--- src/hdl/car_pkg.sv ---
// package: constants and types of the alarm and autorange controller
package car_pkg;

	// ========================================
	// widths and ppm figures
	localparam int          CONC_W        = 18;
	localparam logic [17:0] CONC_MAX      = 18'h3_d090;
	localparam logic [17:0] LOW_DEF       = 18'h0064;
	localparam logic [17:0] MID_DEF       = 18'h03e8;
	localparam logic [17:0] TOP_DEF       = 18'h2710;
	localparam logic [17:0] PERCENT_ABOVE = 18'h2710;
	localparam logic [17:0] AIR_FULL      = 18'h3_d090;
	localparam logic [6:0]  DOWN_PCT      = 7'h55;
	localparam logic [6:0]  FULL_PCT      = 7'h64;

	// ========================================
	// register byte offsets
	localparam logic [7:0] OFS_CTRL   = 8'h00;
	localparam logic [7:0] OFS_AL1    = 8'h04;
	localparam logic [7:0] OFS_AL2    = 8'h08;
	localparam logic [7:0] OFS_RLOW   = 8'h0c;
	localparam logic [7:0] OFS_RMID   = 8'h10;
	localparam logic [7:0] OFS_RTOP   = 8'h14;
	localparam logic [7:0] OFS_CONC   = 8'h18;
	localparam logic [7:0] OFS_STATUS = 8'h1c;

	// ========================================
	// field positions
	localparam int CTRL_STBY = 0;
	localparam int CTRL_AIR  = 1;
	localparam int CTRL_MODE = 2;
	localparam int CTRL_MENU = 4;
	localparam int CFG_DIR   = 24;
	localparam int CFG_DFT   = 25;
	localparam int CFG_FS    = 26;
	localparam int CFG_LTCH  = 27;
	localparam logic [31:0] CTRL_RST = 32'h0000_0000;
	localparam logic [31:0] AL_RST   = 32'h0000_0000;

	// ========================================
	// timing
	localparam int MENU_TIMEOUT_S = 270;
	localparam int CLK_PERIOD_NS  = 25;
	localparam int SEC_CYCLES     = 1000000000 / CLK_PERIOD_NS;

	// ========================================
	// types
	typedef enum logic [1:0] {
		CAR_ANALYZE = 2'b01,
		CAR_MENU    = 2'b10
	} car_screen_t;

	typedef struct packed {
		logic        latch;
		logic        failsafe;
		logic        defeat;
		logic        dirHigh;
		logic [17:0] setpoint;
	} car_alarm_cfg_t;

	typedef struct packed {
		logic [1:0]  rangeId;
		logic [17:0] fullScale;
		logic [17:0] level;
	} car_analog_t;

endpackage

--- src/hdl/car_ctrl.sv ---
// module: concentration alarms, analog range selection, standby, menu
// Behaviour
// - high alarm trips above setpoint
// - low alarm trips below setpoint
// - two alarms, independent direction each
// - failsafe relay de-energized during alarm
// - non-failsafe relay energized during alarm
// - latching alarm holds until explicit reset
// - non-latching alarm follows condition
// - defeat suppresses alarm activation
// - defeat on then off clears latch
// - latch off then on clears latch
// - five settings per alarm
// - three ranges, defaults 100/1000/10000 ppm
// - autorange up when above limit
// - autorange down below 85% lower
// - range change updates output and id
// - fixed range clamps at full scale
// - readout keeps full precision always
// - air calibration uses fixed 0-25%
// - range limits must strictly increase
// - ppm to 250000, percent above 10000
// - standby blanks displays and outputs
// - menu idle timeout returns to analysis
// - standby exit clears cell failure
`timescale 1ns/1ps
`default_nettype none
module car_ctrl
	import car_pkg::*;
#(
	parameter int SEC_TICK = car_pkg::SEC_CYCLES
) (
	// clock and reset
	input  wire logic                 clk,
	input  wire logic                 sys_rst,
	// ahb-lite slave
	input  wire logic                 hsel,
	input  wire logic [31:0]          haddr,
	input  wire logic [1:0]           htrans,
	input  wire logic                 hwrite,
	input  wire logic [2:0]           hsize,
	input  wire logic [31:0]          hwdata,
	input  wire logic                 hready,
	output logic                      hreadyout,
	output logic                      hresp,
	output logic [31:0]               hrdata,
	// measurement processor
	input  wire logic                 sampleValid,
	input  wire logic [17:0]          sampleConc,
	input  wire logic                 cellFailEvt,
	// front panel key pin
	input  wire logic                 keyPin,
	// relays, analog stage, readout
	output logic [1:0]                relayEnergize,
	output car_pkg::car_analog_t      analogOut,
	output logic [17:0]               readoutConc,
	output logic                      readoutPercent,
	output logic                      readoutBlank,
	output logic                      cellFail,
	output logic                      menuActive
);
	import car_pkg::*;

	// the menu second counter needs at least two cycles per tick
	if (SEC_TICK < 2) begin : gBadTick
		$error("SEC_TICK too small");
	end

	// ========================================
	// ahb-lite slave
	logic        wrPend_q;
	logic [7:0]  wrAddr_q;
	logic [31:0] ctrl_q;
	logic [31:0] alCfg_q [2];
	logic [17:0] limit_q [3];
	logic [17:0] conc_q;
	logic        reject_q;
	logic [31:0] status;
	logic [31:0] rdMux;
	logic        addrPh;

	assign addrPh    = hsel && htrans[1] && hready;
	assign hreadyout = 1'b1;
	assign hresp     = 1'b0;

	always_ff @(posedge clk) begin
		if (sys_rst) begin
			wrPend_q <= 1'b0;
			wrAddr_q <= 8'h00;
		end else begin
			wrPend_q <= addrPh && hwrite;
			wrAddr_q <= {haddr[7:2], 2'b00};
		end
	end

	always_comb begin
		case ({haddr[7:2], 2'b00})
			OFS_CTRL:   rdMux = ctrl_q;
			OFS_AL1:    rdMux = alCfg_q[0];
			OFS_AL2:    rdMux = alCfg_q[1];
			OFS_RLOW:   rdMux = {14'h0000, limit_q[0]};
			OFS_RMID:   rdMux = {14'h0000, limit_q[1]};
			OFS_RTOP:   rdMux = {14'h0000, limit_q[2]};
			OFS_CONC:   rdMux = {14'h0000, conc_q};
			OFS_STATUS: rdMux = status;
			default:    rdMux = 32'h0000_0000;
		endcase
	end

	// read data is captured in the address phase; a write directly
	// before it to the same word is not forwarded
	always_ff @(posedge clk) begin
		if (sys_rst)
			hrdata <= 32'h0000_0000;
		else if (addrPh && !hwrite)
			hrdata <= rdMux;
	end

	// ========================================
	// configuration registers
	logic        wrCtrl;
	logic [1:0]  wrAl;
	logic [2:0]  wrLim;
	logic [17:0] cand [3];
	logic        candOk;

	assign wrCtrl = wrPend_q && (wrAddr_q == OFS_CTRL);
	assign wrAl   = {wrPend_q && (wrAddr_q == OFS_AL2),
	                 wrPend_q && (wrAddr_q == OFS_AL1)};
	assign wrLim  = {wrPend_q && (wrAddr_q == OFS_RTOP),
	                 wrPend_q && (wrAddr_q == OFS_RMID),
	                 wrPend_q && (wrAddr_q == OFS_RLOW)};

	always_comb begin
		for (int i = 0; i < 3; i++)
			cand[i] = wrLim[i] ? hwdata[17:0] : limit_q[i];
		candOk = (cand[0] != 18'h0_0000) && (cand[0] < cand[1]) &&
		         (cand[1] < cand[2]) && (cand[2] <= CONC_MAX);
	end

	always_ff @(posedge clk) begin
		if (sys_rst)
			ctrl_q <= CTRL_RST;
		else if (wrCtrl)
			ctrl_q <= {27'h000_0000, hwdata[4:0]};
	end

	always_ff @(posedge clk) begin
		if (sys_rst) begin
			limit_q[0] <= LOW_DEF;
			limit_q[1] <= MID_DEF;
			limit_q[2] <= TOP_DEF;
			reject_q   <= 1'b0;
		end else if (|wrLim) begin
			reject_q <= !candOk;
			if (candOk) begin
				for (int i = 0; i < 3; i++)
					limit_q[i] <= cand[i];
			end
		end
	end

	// ========================================
	// sample capture
	always_ff @(posedge clk) begin
		if (sys_rst)
			conc_q <= 18'h0_0000;
		else if (sampleValid)
			conc_q <= sampleConc;
	end

	logic stby;
	logic stbyPrev_q;
	assign stby = ctrl_q[CTRL_STBY];

	assign readoutConc    = conc_q;
	assign readoutPercent = !stby && (conc_q > PERCENT_ABOVE);
	assign readoutBlank   = stby;

	// ========================================
	// concentration alarms
	logic [1:0] active_q;
	logic [1:0] cond_q;
	logic [1:0] dftPrev_q;
	logic [1:0] ltchPrev_q;
	car_alarm_cfg_t cfg [2];

	genvar g;
	generate
		for (g = 0; g < 2; g++) begin : gAlarm
			logic trip;
			assign cfg[g] = {alCfg_q[g][CFG_LTCH], alCfg_q[g][CFG_FS],
			                 alCfg_q[g][CFG_DFT], alCfg_q[g][CFG_DIR],
			                 alCfg_q[g][17:0]};
			assign trip = cfg[g].dirHigh ?
			              (sampleConc > cfg[g].setpoint) :
			              (sampleConc < cfg[g].setpoint);

			always_ff @(posedge clk) begin
				if (sys_rst)
					alCfg_q[g] <= AL_RST;
				else if (wrAl[g])
					alCfg_q[g] <= {4'h0, hwdata[27:24], 6'h00, hwdata[17:0]};
			end

			always_ff @(posedge clk) begin
				if (sys_rst) begin
					cond_q[g]     <= 1'b0;
					active_q[g]   <= 1'b0;
					dftPrev_q[g]  <= 1'b0;
					ltchPrev_q[g] <= 1'b0;
				end else begin
					dftPrev_q[g]  <= cfg[g].defeat;
					ltchPrev_q[g] <= cfg[g].latch;
					if (sampleValid)
						cond_q[g] <= trip;
					if (cfg[g].defeat)
						active_q[g] <= 1'b0;
					else if (cfg[g].latch && !ltchPrev_q[g])
						active_q[g] <= 1'b0;
					else if (cfg[g].latch)
						active_q[g] <= active_q[g] || cond_q[g];
					else
						active_q[g] <= cond_q[g];
				end
			end

			assign relayEnergize[g] = !stby &&
			       (cfg[g].failsafe ? !active_q[g] : active_q[g]);
		end
	endgenerate

	// ========================================
	// range selection
	logic [1:0]  rangeSel_q;
	logic [1:0]  mode;
	logic [24:0] concScaled;
	logic [24:0] lowerScaled;
	logic [17:0] fullSel;

	assign mode        = ctrl_q[CTRL_MODE +: 2];
	assign concScaled  = sampleConc * FULL_PCT;
	assign lowerScaled = limit_q[rangeSel_q - 2'd1] * DOWN_PCT;

	// one step per sample; a jump across two ranges settles in two
	always_ff @(posedge clk) begin
		if (sys_rst)
			rangeSel_q <= 2'd0;
		else if (mode != 2'd0)
			rangeSel_q <= mode - 2'd1;
		else if (sampleValid) begin
			if (rangeSel_q < 2'd2 && sampleConc > limit_q[rangeSel_q])
				rangeSel_q <= rangeSel_q + 2'd1;
			else if (rangeSel_q > 2'd0 && concScaled < lowerScaled)
				rangeSel_q <= rangeSel_q - 2'd1;
		end
	end

	assign fullSel = ctrl_q[CTRL_AIR] ? AIR_FULL : limit_q[rangeSel_q];

	always_ff @(posedge clk) begin
		if (sys_rst || stby)
			analogOut <= '0;
		else begin
			analogOut.fullScale <= fullSel;
			analogOut.rangeId   <= ctrl_q[CTRL_AIR] ? 2'd3 : rangeSel_q;
			analogOut.level     <= (conc_q > fullSel) ? fullSel : conc_q;
		end
	end

	// ========================================
	// cell failure flag
	always_ff @(posedge clk) begin
		if (sys_rst) begin
			cellFail   <= 1'b0;
			stbyPrev_q <= 1'b0;
		end else begin
			stbyPrev_q <= stby;
			if (cellFailEvt)
				cellFail <= 1'b1;
			else if (stbyPrev_q && !stby)
				cellFail <= 1'b0;
		end
	end

	// ========================================
	// menu timeout
	logic [1:0]  keySync_q;
	logic        keyPrev_q;
	logic        keyEdge;
	logic [31:0] tick_q;
	logic [8:0]  secs_q;
	car_screen_t screen_q;

	always_ff @(posedge clk) begin
		if (sys_rst) begin
			keySync_q <= 2'b00;
			keyPrev_q <= 1'b0;
		end else begin
			keySync_q <= {keySync_q[0], keyPin};
			keyPrev_q <= keySync_q[1];
		end
	end
	assign keyEdge = keySync_q[1] && !keyPrev_q;

	always_ff @(posedge clk) begin
		if (sys_rst) begin
			screen_q <= CAR_ANALYZE;
			tick_q   <= 32'h0000_0000;
			secs_q   <= 9'h000;
		end else begin
			case (screen_q)
				CAR_ANALYZE: begin
					tick_q <= 32'h0000_0000;
					secs_q <= 9'h000;
					if (wrCtrl && hwdata[CTRL_MENU])
						screen_q <= CAR_MENU;
				end
				CAR_MENU: begin
					if (keyEdge || wrCtrl) begin
						tick_q <= 32'h0000_0000;
						secs_q <= 9'h000;
					end else if (tick_q == 32'(SEC_TICK - 1)) begin
						tick_q <= 32'h0000_0000;
						secs_q <= secs_q + 9'h001;
					end else
						tick_q <= tick_q + 32'h0000_0001;
					if (secs_q == 9'(MENU_TIMEOUT_S))
						screen_q <= CAR_ANALYZE;
					else if (wrCtrl && !hwdata[CTRL_MENU])
						screen_q <= CAR_ANALYZE;
				end
				default: screen_q <= CAR_ANALYZE;
			endcase
		end
	end
	assign menuActive = (screen_q == CAR_MENU);

	assign status = {20'h0_0000, menuActive, cellFail, reject_q,
	                 readoutPercent, analogOut.rangeId, relayEnergize,
	                 active_q, cond_q};

	// ========================================
	// assertions
	property p_high_trip;
		@(posedge clk) disable iff (sys_rst)
		sampleValid && cfg[0].dirHigh && sampleConc > cfg[0].setpoint
		|=> cond_q[0];
	endproperty
	a_high_trip: assert property (p_high_trip) else $error("high trip");

	property p_low_trip;
		@(posedge clk) disable iff (sys_rst)
		sampleValid && !cfg[1].dirHigh && sampleConc < cfg[1].setpoint
		|=> cond_q[1];
	endproperty
	a_low_trip: assert property (p_low_trip) else $error("low trip");

	property p_failsafe;
		@(posedge clk) disable iff (sys_rst)
		!stby && cfg[0].failsafe |-> relayEnergize[0] == !active_q[0];
	endproperty
	a_failsafe: assert property (p_failsafe) else $error("failsafe");

	property p_nonfs;
		@(posedge clk) disable iff (sys_rst)
		!stby && !cfg[1].failsafe |-> relayEnergize[1] == active_q[1];
	endproperty
	a_nonfs: assert property (p_nonfs) else $error("non-failsafe");

	property p_latch_hold;
		@(posedge clk) disable iff (sys_rst)
		active_q[0] && cfg[0].latch && $stable(cfg[0]) && !cfg[0].defeat
		|=> active_q[0];
	endproperty
	a_latch_hold: assert property (p_latch_hold) else $error("latch");

	property p_nonlatch;
		@(posedge clk) disable iff (sys_rst)
		!cfg[1].latch && !cfg[1].defeat |=> active_q[1] == $past(cond_q[1]);
	endproperty
	a_nonlatch: assert property (p_nonlatch) else $error("non-latch");

	property p_defeat;
		@(posedge clk) disable iff (sys_rst)
		cfg[0].defeat |=> !active_q[0];
	endproperty
	a_defeat: assert property (p_defeat) else $error("defeat");

	property p_range_up;
		@(posedge clk) disable iff (sys_rst)
		mode == 2'd0 && sampleValid && rangeSel_q == 2'd0 &&
		sampleConc > limit_q[0] |=> rangeSel_q == 2'd1;
	endproperty
	a_range_up: assert property (p_range_up) else $error("range up");

	property p_clamp;
		@(posedge clk) disable iff (sys_rst)
		!stby |=> analogOut.level <= analogOut.fullScale;
	endproperty
	a_clamp: assert property (p_clamp) else $error("clamp");

	property p_order;
		@(posedge clk) disable iff (sys_rst)
		limit_q[0] < limit_q[1] && limit_q[1] < limit_q[2];
	endproperty
	a_order: assert property (p_order) else $error("range order");

	property p_standby;
		@(posedge clk) disable iff (sys_rst)
		stby && $past(stby) |-> relayEnergize == 2'b00 && analogOut == '0;
	endproperty
	a_standby: assert property (p_standby) else $error("standby");

	property p_cell_clear;
		@(posedge clk) disable iff (sys_rst)
		stbyPrev_q && !stby && !cellFailEvt |=> !cellFail;
	endproperty
	a_cell_clear: assert property (p_cell_clear) else $error("cell");

	c_latched: cover property (@(posedge clk) active_q[0] && cfg[0].latch);
	c_range_top: cover property (@(posedge clk) rangeSel_q == 2'd2);
	c_reject: cover property (@(posedge clk) reject_q);
	c_timeout: cover property (@(posedge clk)
		menuActive ##1 !menuActive);

endmodule
`default_nettype wire

--- config.mk ---
export PLATFORM = sky130hd
export DESIGN_NAME = car_ctrl
export DESIGN_NICKNAME = d
export VERILOG_FILES = /design/src/hdl/car_pkg.sv /design/src/hdl/car_ctrl.sv
export SDC_FILE = /design/constraint.sdc
export NUM_CORES = 1
export LEC_CHECK = 0
export BUFFER_PORTS_ARGS = -buffer_cell sky130_fd_sc_hd__buf_2
export CAP_MARGIN = 15
export CELL_PAD_IN_SITES_DETAIL_PLACEMENT = 0
export CELL_PAD_IN_SITES_GLOBAL_PLACEMENT = 1
export CORE_ASPECT_RATIO = 2
export CORE_UTILIZATION = 45
export DETAILED_ROUTE_END_ITERATION = 16
export PLACE_DENSITY = 0.76
export REMOVE_ABC_BUFFERS = 1
export SLEW_MARGIN = 20
export SYNTH_ARGS = -nofsm -noshare
export SYNTH_HDL_FRONTEND = slang
export SYNTH_SLANG_ARGS = --single-unit
--- constraint.sdc ---
create_clock -name clk -period 17.6 [get_ports clk]
set_input_delay 2.64 -clock clk [delete_from_list [all_inputs] [get_ports clk]]
set_output_delay 2.64 -clock clk [all_outputs]
set_load 0.01 [all_outputs]
-- Yosys cells after proc, flatten, opt, wreduce, memory -nomap -nowiden
Memory sizes are Yosys's and may differ from the RTL's. A register that Yosys moved wholly into a read port is not among the register bits.
Cells that the tools add are included.
- output and inout bits: 96
- memories kept: 2
- bits in read-only memories: 0
- latch bits: 0
- input port bits: 95
- memory bits (writable): 98
- register bits: 159
- memories (memory ; depth ; bits a word ; read ports ; clocked after Yosys merged registers in ; wr ports ; RTL line ; text):
    limit_q ; 3 ; 18 ; 5 ; 1 ; 3 ; car_ctrl.sv:75 ; logic [17:0] limit_q [3];
    alCfg_q ; 2 ; 22 ; 2 ; 0 ; 2 ; car_ctrl.sv:74 ; logic [31:0] alCfg_q [2];
- bitwise logic cells: 5
- magnitude comparators: 13
- add/sub/neg operators: 5
- reduce and logical (&&, ||, !) cells: 51
- multiply operators: 2
- divide/modulo/power cells: 0
- mux-type cells: 48
- shift operators: 0
- eq/ne operators: 19
- operators by type and width (kind ; count):
    $pmux 32 s8 ; 1
    $mux 18 ; 8
    $gt 18x18->1 ; 4
    $lt 18x18->1 ; 4
    $mux 32 ; 2
    $pmux 32 s2 ; 1
    $mux 22 ; 2
    $add 32x1->32 const B ; 1
    $eq 32x26->1 const B ; 1
    $lt 25x25->1 ; 1
    $mul 18x7->25 const B ; 1
    $eq 6x3->1 const B ; 4
    $logic_and 1x1->1 ; 24
    $mul 18x5->23 const B ; 1
    $mux 1 ; 20
    $mux 2 ; 10
    $gt 18x14->1 const B ; 1
    $le 18x18->1 const B ; 1
    $mux 9 ; 2
    $pmux 9 s2 ; 1
    $reduce_bool 18->1 ; 1
    $eq 8x4->1 const B ; 2
    $eq 8x5->1 const B ; 2
    $eq 6x2->1 const B ; 2
    other kinds (22) ; 46

-- Depth between registers and ports, before layout
- depth after elaboration: 12
- mapped depth: 33
- gate-level depth less buffers: 30

-- Worst setup path before layout
No wires, ideal clock.
- path type: input -> register
- start point: input port sampleConc[2]
- end point: register with a tool-made name
- cell stages on the path: 20
- setup slack: 10.410 ns
- data arrival time: 7.076 ns
- library setup time: 0.115 ns
- required time: 17.485 ns
- path through: ha_1 -> ha_1 -> inv_1 -> fa_1 -> inv_1 -> ha_1 -> a21oi_1 -> nor2b_1 -> o31ai_1 -> a21oi_1 -> a41o_1 -> or4_1 -> and4_1 -> ha_1 -> nand4_1 -> or4_1 -> a31oi_1 -> o2bb2ai_1 -> xnor2_1 -> o21a_1
- RTL lines (what ; RTL line ; text):
    start: declaration ; car_ctrl.sv:49 ; input wire logic [17:0] sampleConc,

==> flow_metrics.env <==
export IMPL_cts_setup_buffers=0
export IMPL_grt_pass1_vias=16200
export IMPL_final_max_slew_viol_count=0
export IMPL_synth_area_mux_share_pct=6.81
export IMPL_synthMostInstantiatedCell="ha_1"
export IMPL_worst_slack_ns=9.68
export IMPL_grt_pass1_wl_um=92000
export IMPL_drt_iter0_drc=853
export IMPL_grt_use_total_pct=28.7
export IMPL_ant_nets=0
export IMPL_htree_levels=1
export IMPL_rr_startpoint="rangeSel_q[0]$_SDFFE_PP0P_"
export IMPL_die_area_sq_um=42600
export IMPL_outcome="finished clean"
export IMPL_synth_top_area_cell="ha_1"
export IMPL_grt_overflow=0
export IMPL_skew_ns=0.0340
export IMPL_fmax_mhz=126
export IMPL_whs_ns=0.439
export IMPL_setup_tns_ns=0
export IMPL_synth_top_family_by_area="adder cells"
export IMPL_ys_flop_type="dfxtp_1"
export IMPL_numPortBuffers=138
export IMPL_finalHoldViolations=0
export IMPL_synth_compound_area_share_pct=13.5
export IMPL_clock_sinks=247
export IMPL_placementRows=105
export IMPL_grt_max_degree=56
export IMPL_reg2reg_slack_ns=9.68
export IMPL_wl_um=60600
export IMPL_drc=0
export IMPL_setup_viol=0
export IMPL_core_region_area_sq_um=41100
export IMPL_syn_area_per_cell_sq_um=9.11
export IMPL_fin_nets=2576
export IMPL_synth_cell_area_sq_um=18800
export IMPL_relSlewSlack_pct=28.9
export IMPL_gp_congestion=0.947
export IMPL_synth_adder_area_share_pct=21.4
export IMPL_cts_tree="yes"
export IMPL_dp_hpwl_um=48200
export IMPL_die_w_um=146
export IMPL_ctsHoldBuffers=0
export IMPL_hp_start="keySync_q[1]$_SDFF_PP0_"
export IMPL_arrival_ns=8.39
export IMPL_rsz0062_at_grt="no"
export IMPL_synth_commonest_cells="ha_1 (257), inv_1 (234), nor2_1 (220)"
export IMPL_crit_fanout=34
export IMPL_crit_type="flop to flop"
export IMPL_antenna_diode_count=0
export IMPL_yosys_area_share_simple_pct=16.9
export IMPL_fin_crit_sh_pct=45.0
export IMPL_tightest_slew_ns=1.07
export IMPL_die_height_um=291
export IMPL_min_period_ns=7.92
export IMPL_synthDominantCellAreaShare_pct=17.1
export IMPL_cap_violations=0
export IMPL_syn2layout_area_growth_pct=11.2
export IMPL_crit_slowest_cell="or4_1"
export IMPL_synth_cells=2059
export IMPL_initial_core_util_pct=45.6
export IMPL_cts_buffers=25
export IMPL_drive_gt1_share_pct=12.6
export IMPL_holdPathEnd="keyPrev_q$_SDFF_PP0_"
export IMPL_startpoint_type="flop"
export IMPL_yosysWarnings=0
export IMPL_num_vias=15700
export IMPL_viasPerCell=5.73
export IMPL_ctsResizeCount=0
export IMPL_synth_edf_count=98
export IMPL_critical_path_most_common_cell="ha_1"
export IMPL_synthArstFlopShare_pct=0
export IMPL_place_ws_ns=9.28
export IMPL_holdPathStages=2
export IMPL_cts_clk_slew_worst_paths_ns=0.07
export IMPL_dr_pass1_iters=8
export IMPL_clockRootBuffer="clkbuf_16"
export IMPL_insertion_delay_ns=0.58
export IMPL_synth_xor_area_share_pct=3.08
export IMPL_clockBufferDepth=3
export IMPL_ys_seq_elements=247
export IMPL_slowest_delay_ns=0.67
export IMPL_yosysSeqAreaShare_pct=31.6
export IMPL_reg2reg_depth=30
export IMPL_synth_area_top_cells="ha_1 (17%), dfxtp_1 (16%), edfxtp_1 (16%)"
export IMPL_synth_cell_types=75
export IMPL_antenna_found_initial=1
export IMPL_wl_per_cell_um=22.1
export IMPL_ios=191
export IMPL_endpoint_kind="flop"
export IMPL_min_path_type="flop to flop"
export IMPL_required_ns=18.08
layer usage:
layer	vias to the layer above	share of wire (%)	GRT usage, %
li1	7486	-	-
met1	7493	33	26.3
met2	475	53	55.0
met3	217	4.1	3.58
met4	2	9.4	23.9
met5	-	0.017	0
registers in the layout (all words and copies together), names as in the netlist, 6 cells and up, named ones only:
register and count:
wrAddr_q 6, readoutConc 18, tick_q 32, analogOut 38
hrdata 22, secs_q 9, alCfg_q 44, limit_q 54
cell usage in the layout, fill, tap and decap left out, types with 11 or more instances in the layout:
cell	n
a31oi_1	20
and3_1	11
nand3_1	26
mux2i_1	86
conb_1	12
nor2_1	218
a22oi_1	54
xnor2_1	28
a211oi_1	11
or3_1	13
o21ai_0	43
a21o_1	61
nor3_1	35
buf_4	33
and2_1	53
inv_1	234
ha_1	257
dfxtp_1	149
clkbuf_16	25
nor4_1	18
mux2_2	37
xor2_1	38
nand2_1	68
buf_2	137
nand2b_1	15
nor2b_1	49
fa_1	40
edfxtp_1	98
nand4_1	39
a21oi_1	126
or2_2	16
layout make-up:
type,instances,area (sq um)
tap,535,669
inverter,235,882
fill,3931,20300
clock inverter,15,133
clock buffer,29,661
timing repair buffer,170,933
multi-input combinational,1505,11700
sequential,247,5930
logic make-up (layout without fill, tap and decap cells):
kind of cell / Yosys count / count (layout)
other cells: 2 / 12
simple gates: 617 / 617
flops: 247 / 247
fa+ha+maj: 297 / 297
mux: 123 / 123
buf+inv: 317 / 449
compound gates: 390 / 390
xor+xnor: 66 / 66
through the flow:
stage          utilization [%]  instance area (sq um)  cells
2_1_floorplan                -                  18400   1987
3_3_place_gp              48.8                  20100   2691
3_5_place_dp              48.8                  20100   2692
4_1_cts                   50.7                  20900   2736
5_1_grt                   50.7                  20900   2736
6_report                  50.7                  20900   2736
critical path, delay by kind of cell (launching register included):
| family | cells | cell delay [ns] |
|---|---|---|
| XOR/XNOR | 2 | 0.39 |
| buffers and inverters | 5 | 0.93 |
| adder cells (fa/ha/maj) | 7 | 2.35 |
| flip-flops | 1 | 0.31 |
| AO/OA/AOI/OAI | 11 | 2.64 |
| AND/OR/NAND/NOR | 5 | 1.20 |
worst max path at each step:
stage | from | endpoint | cells after the start
2_1_floorplan | sampleConc[2] | flop | 20
3_3_place_gp | sampleConc[3] | flop | 21
3_5_place_dp | sampleConc[3] | flop | 21
4_1_cts | rangeSel_q[0]$_SDFFE_PP0P_ | flop | 30
5_1_grt | rangeSel_q[0]$_SDFFE_PP0P_ | rangeSel_q[0]$_SDFFE_PP0P_ | 30
6_report | rangeSel_q[0]$_SDFFE_PP0P_ | flop | 30
Power is not shown: default switching activity piles up to over one toggle a cycle in this logic, so the estimate is an artifact.
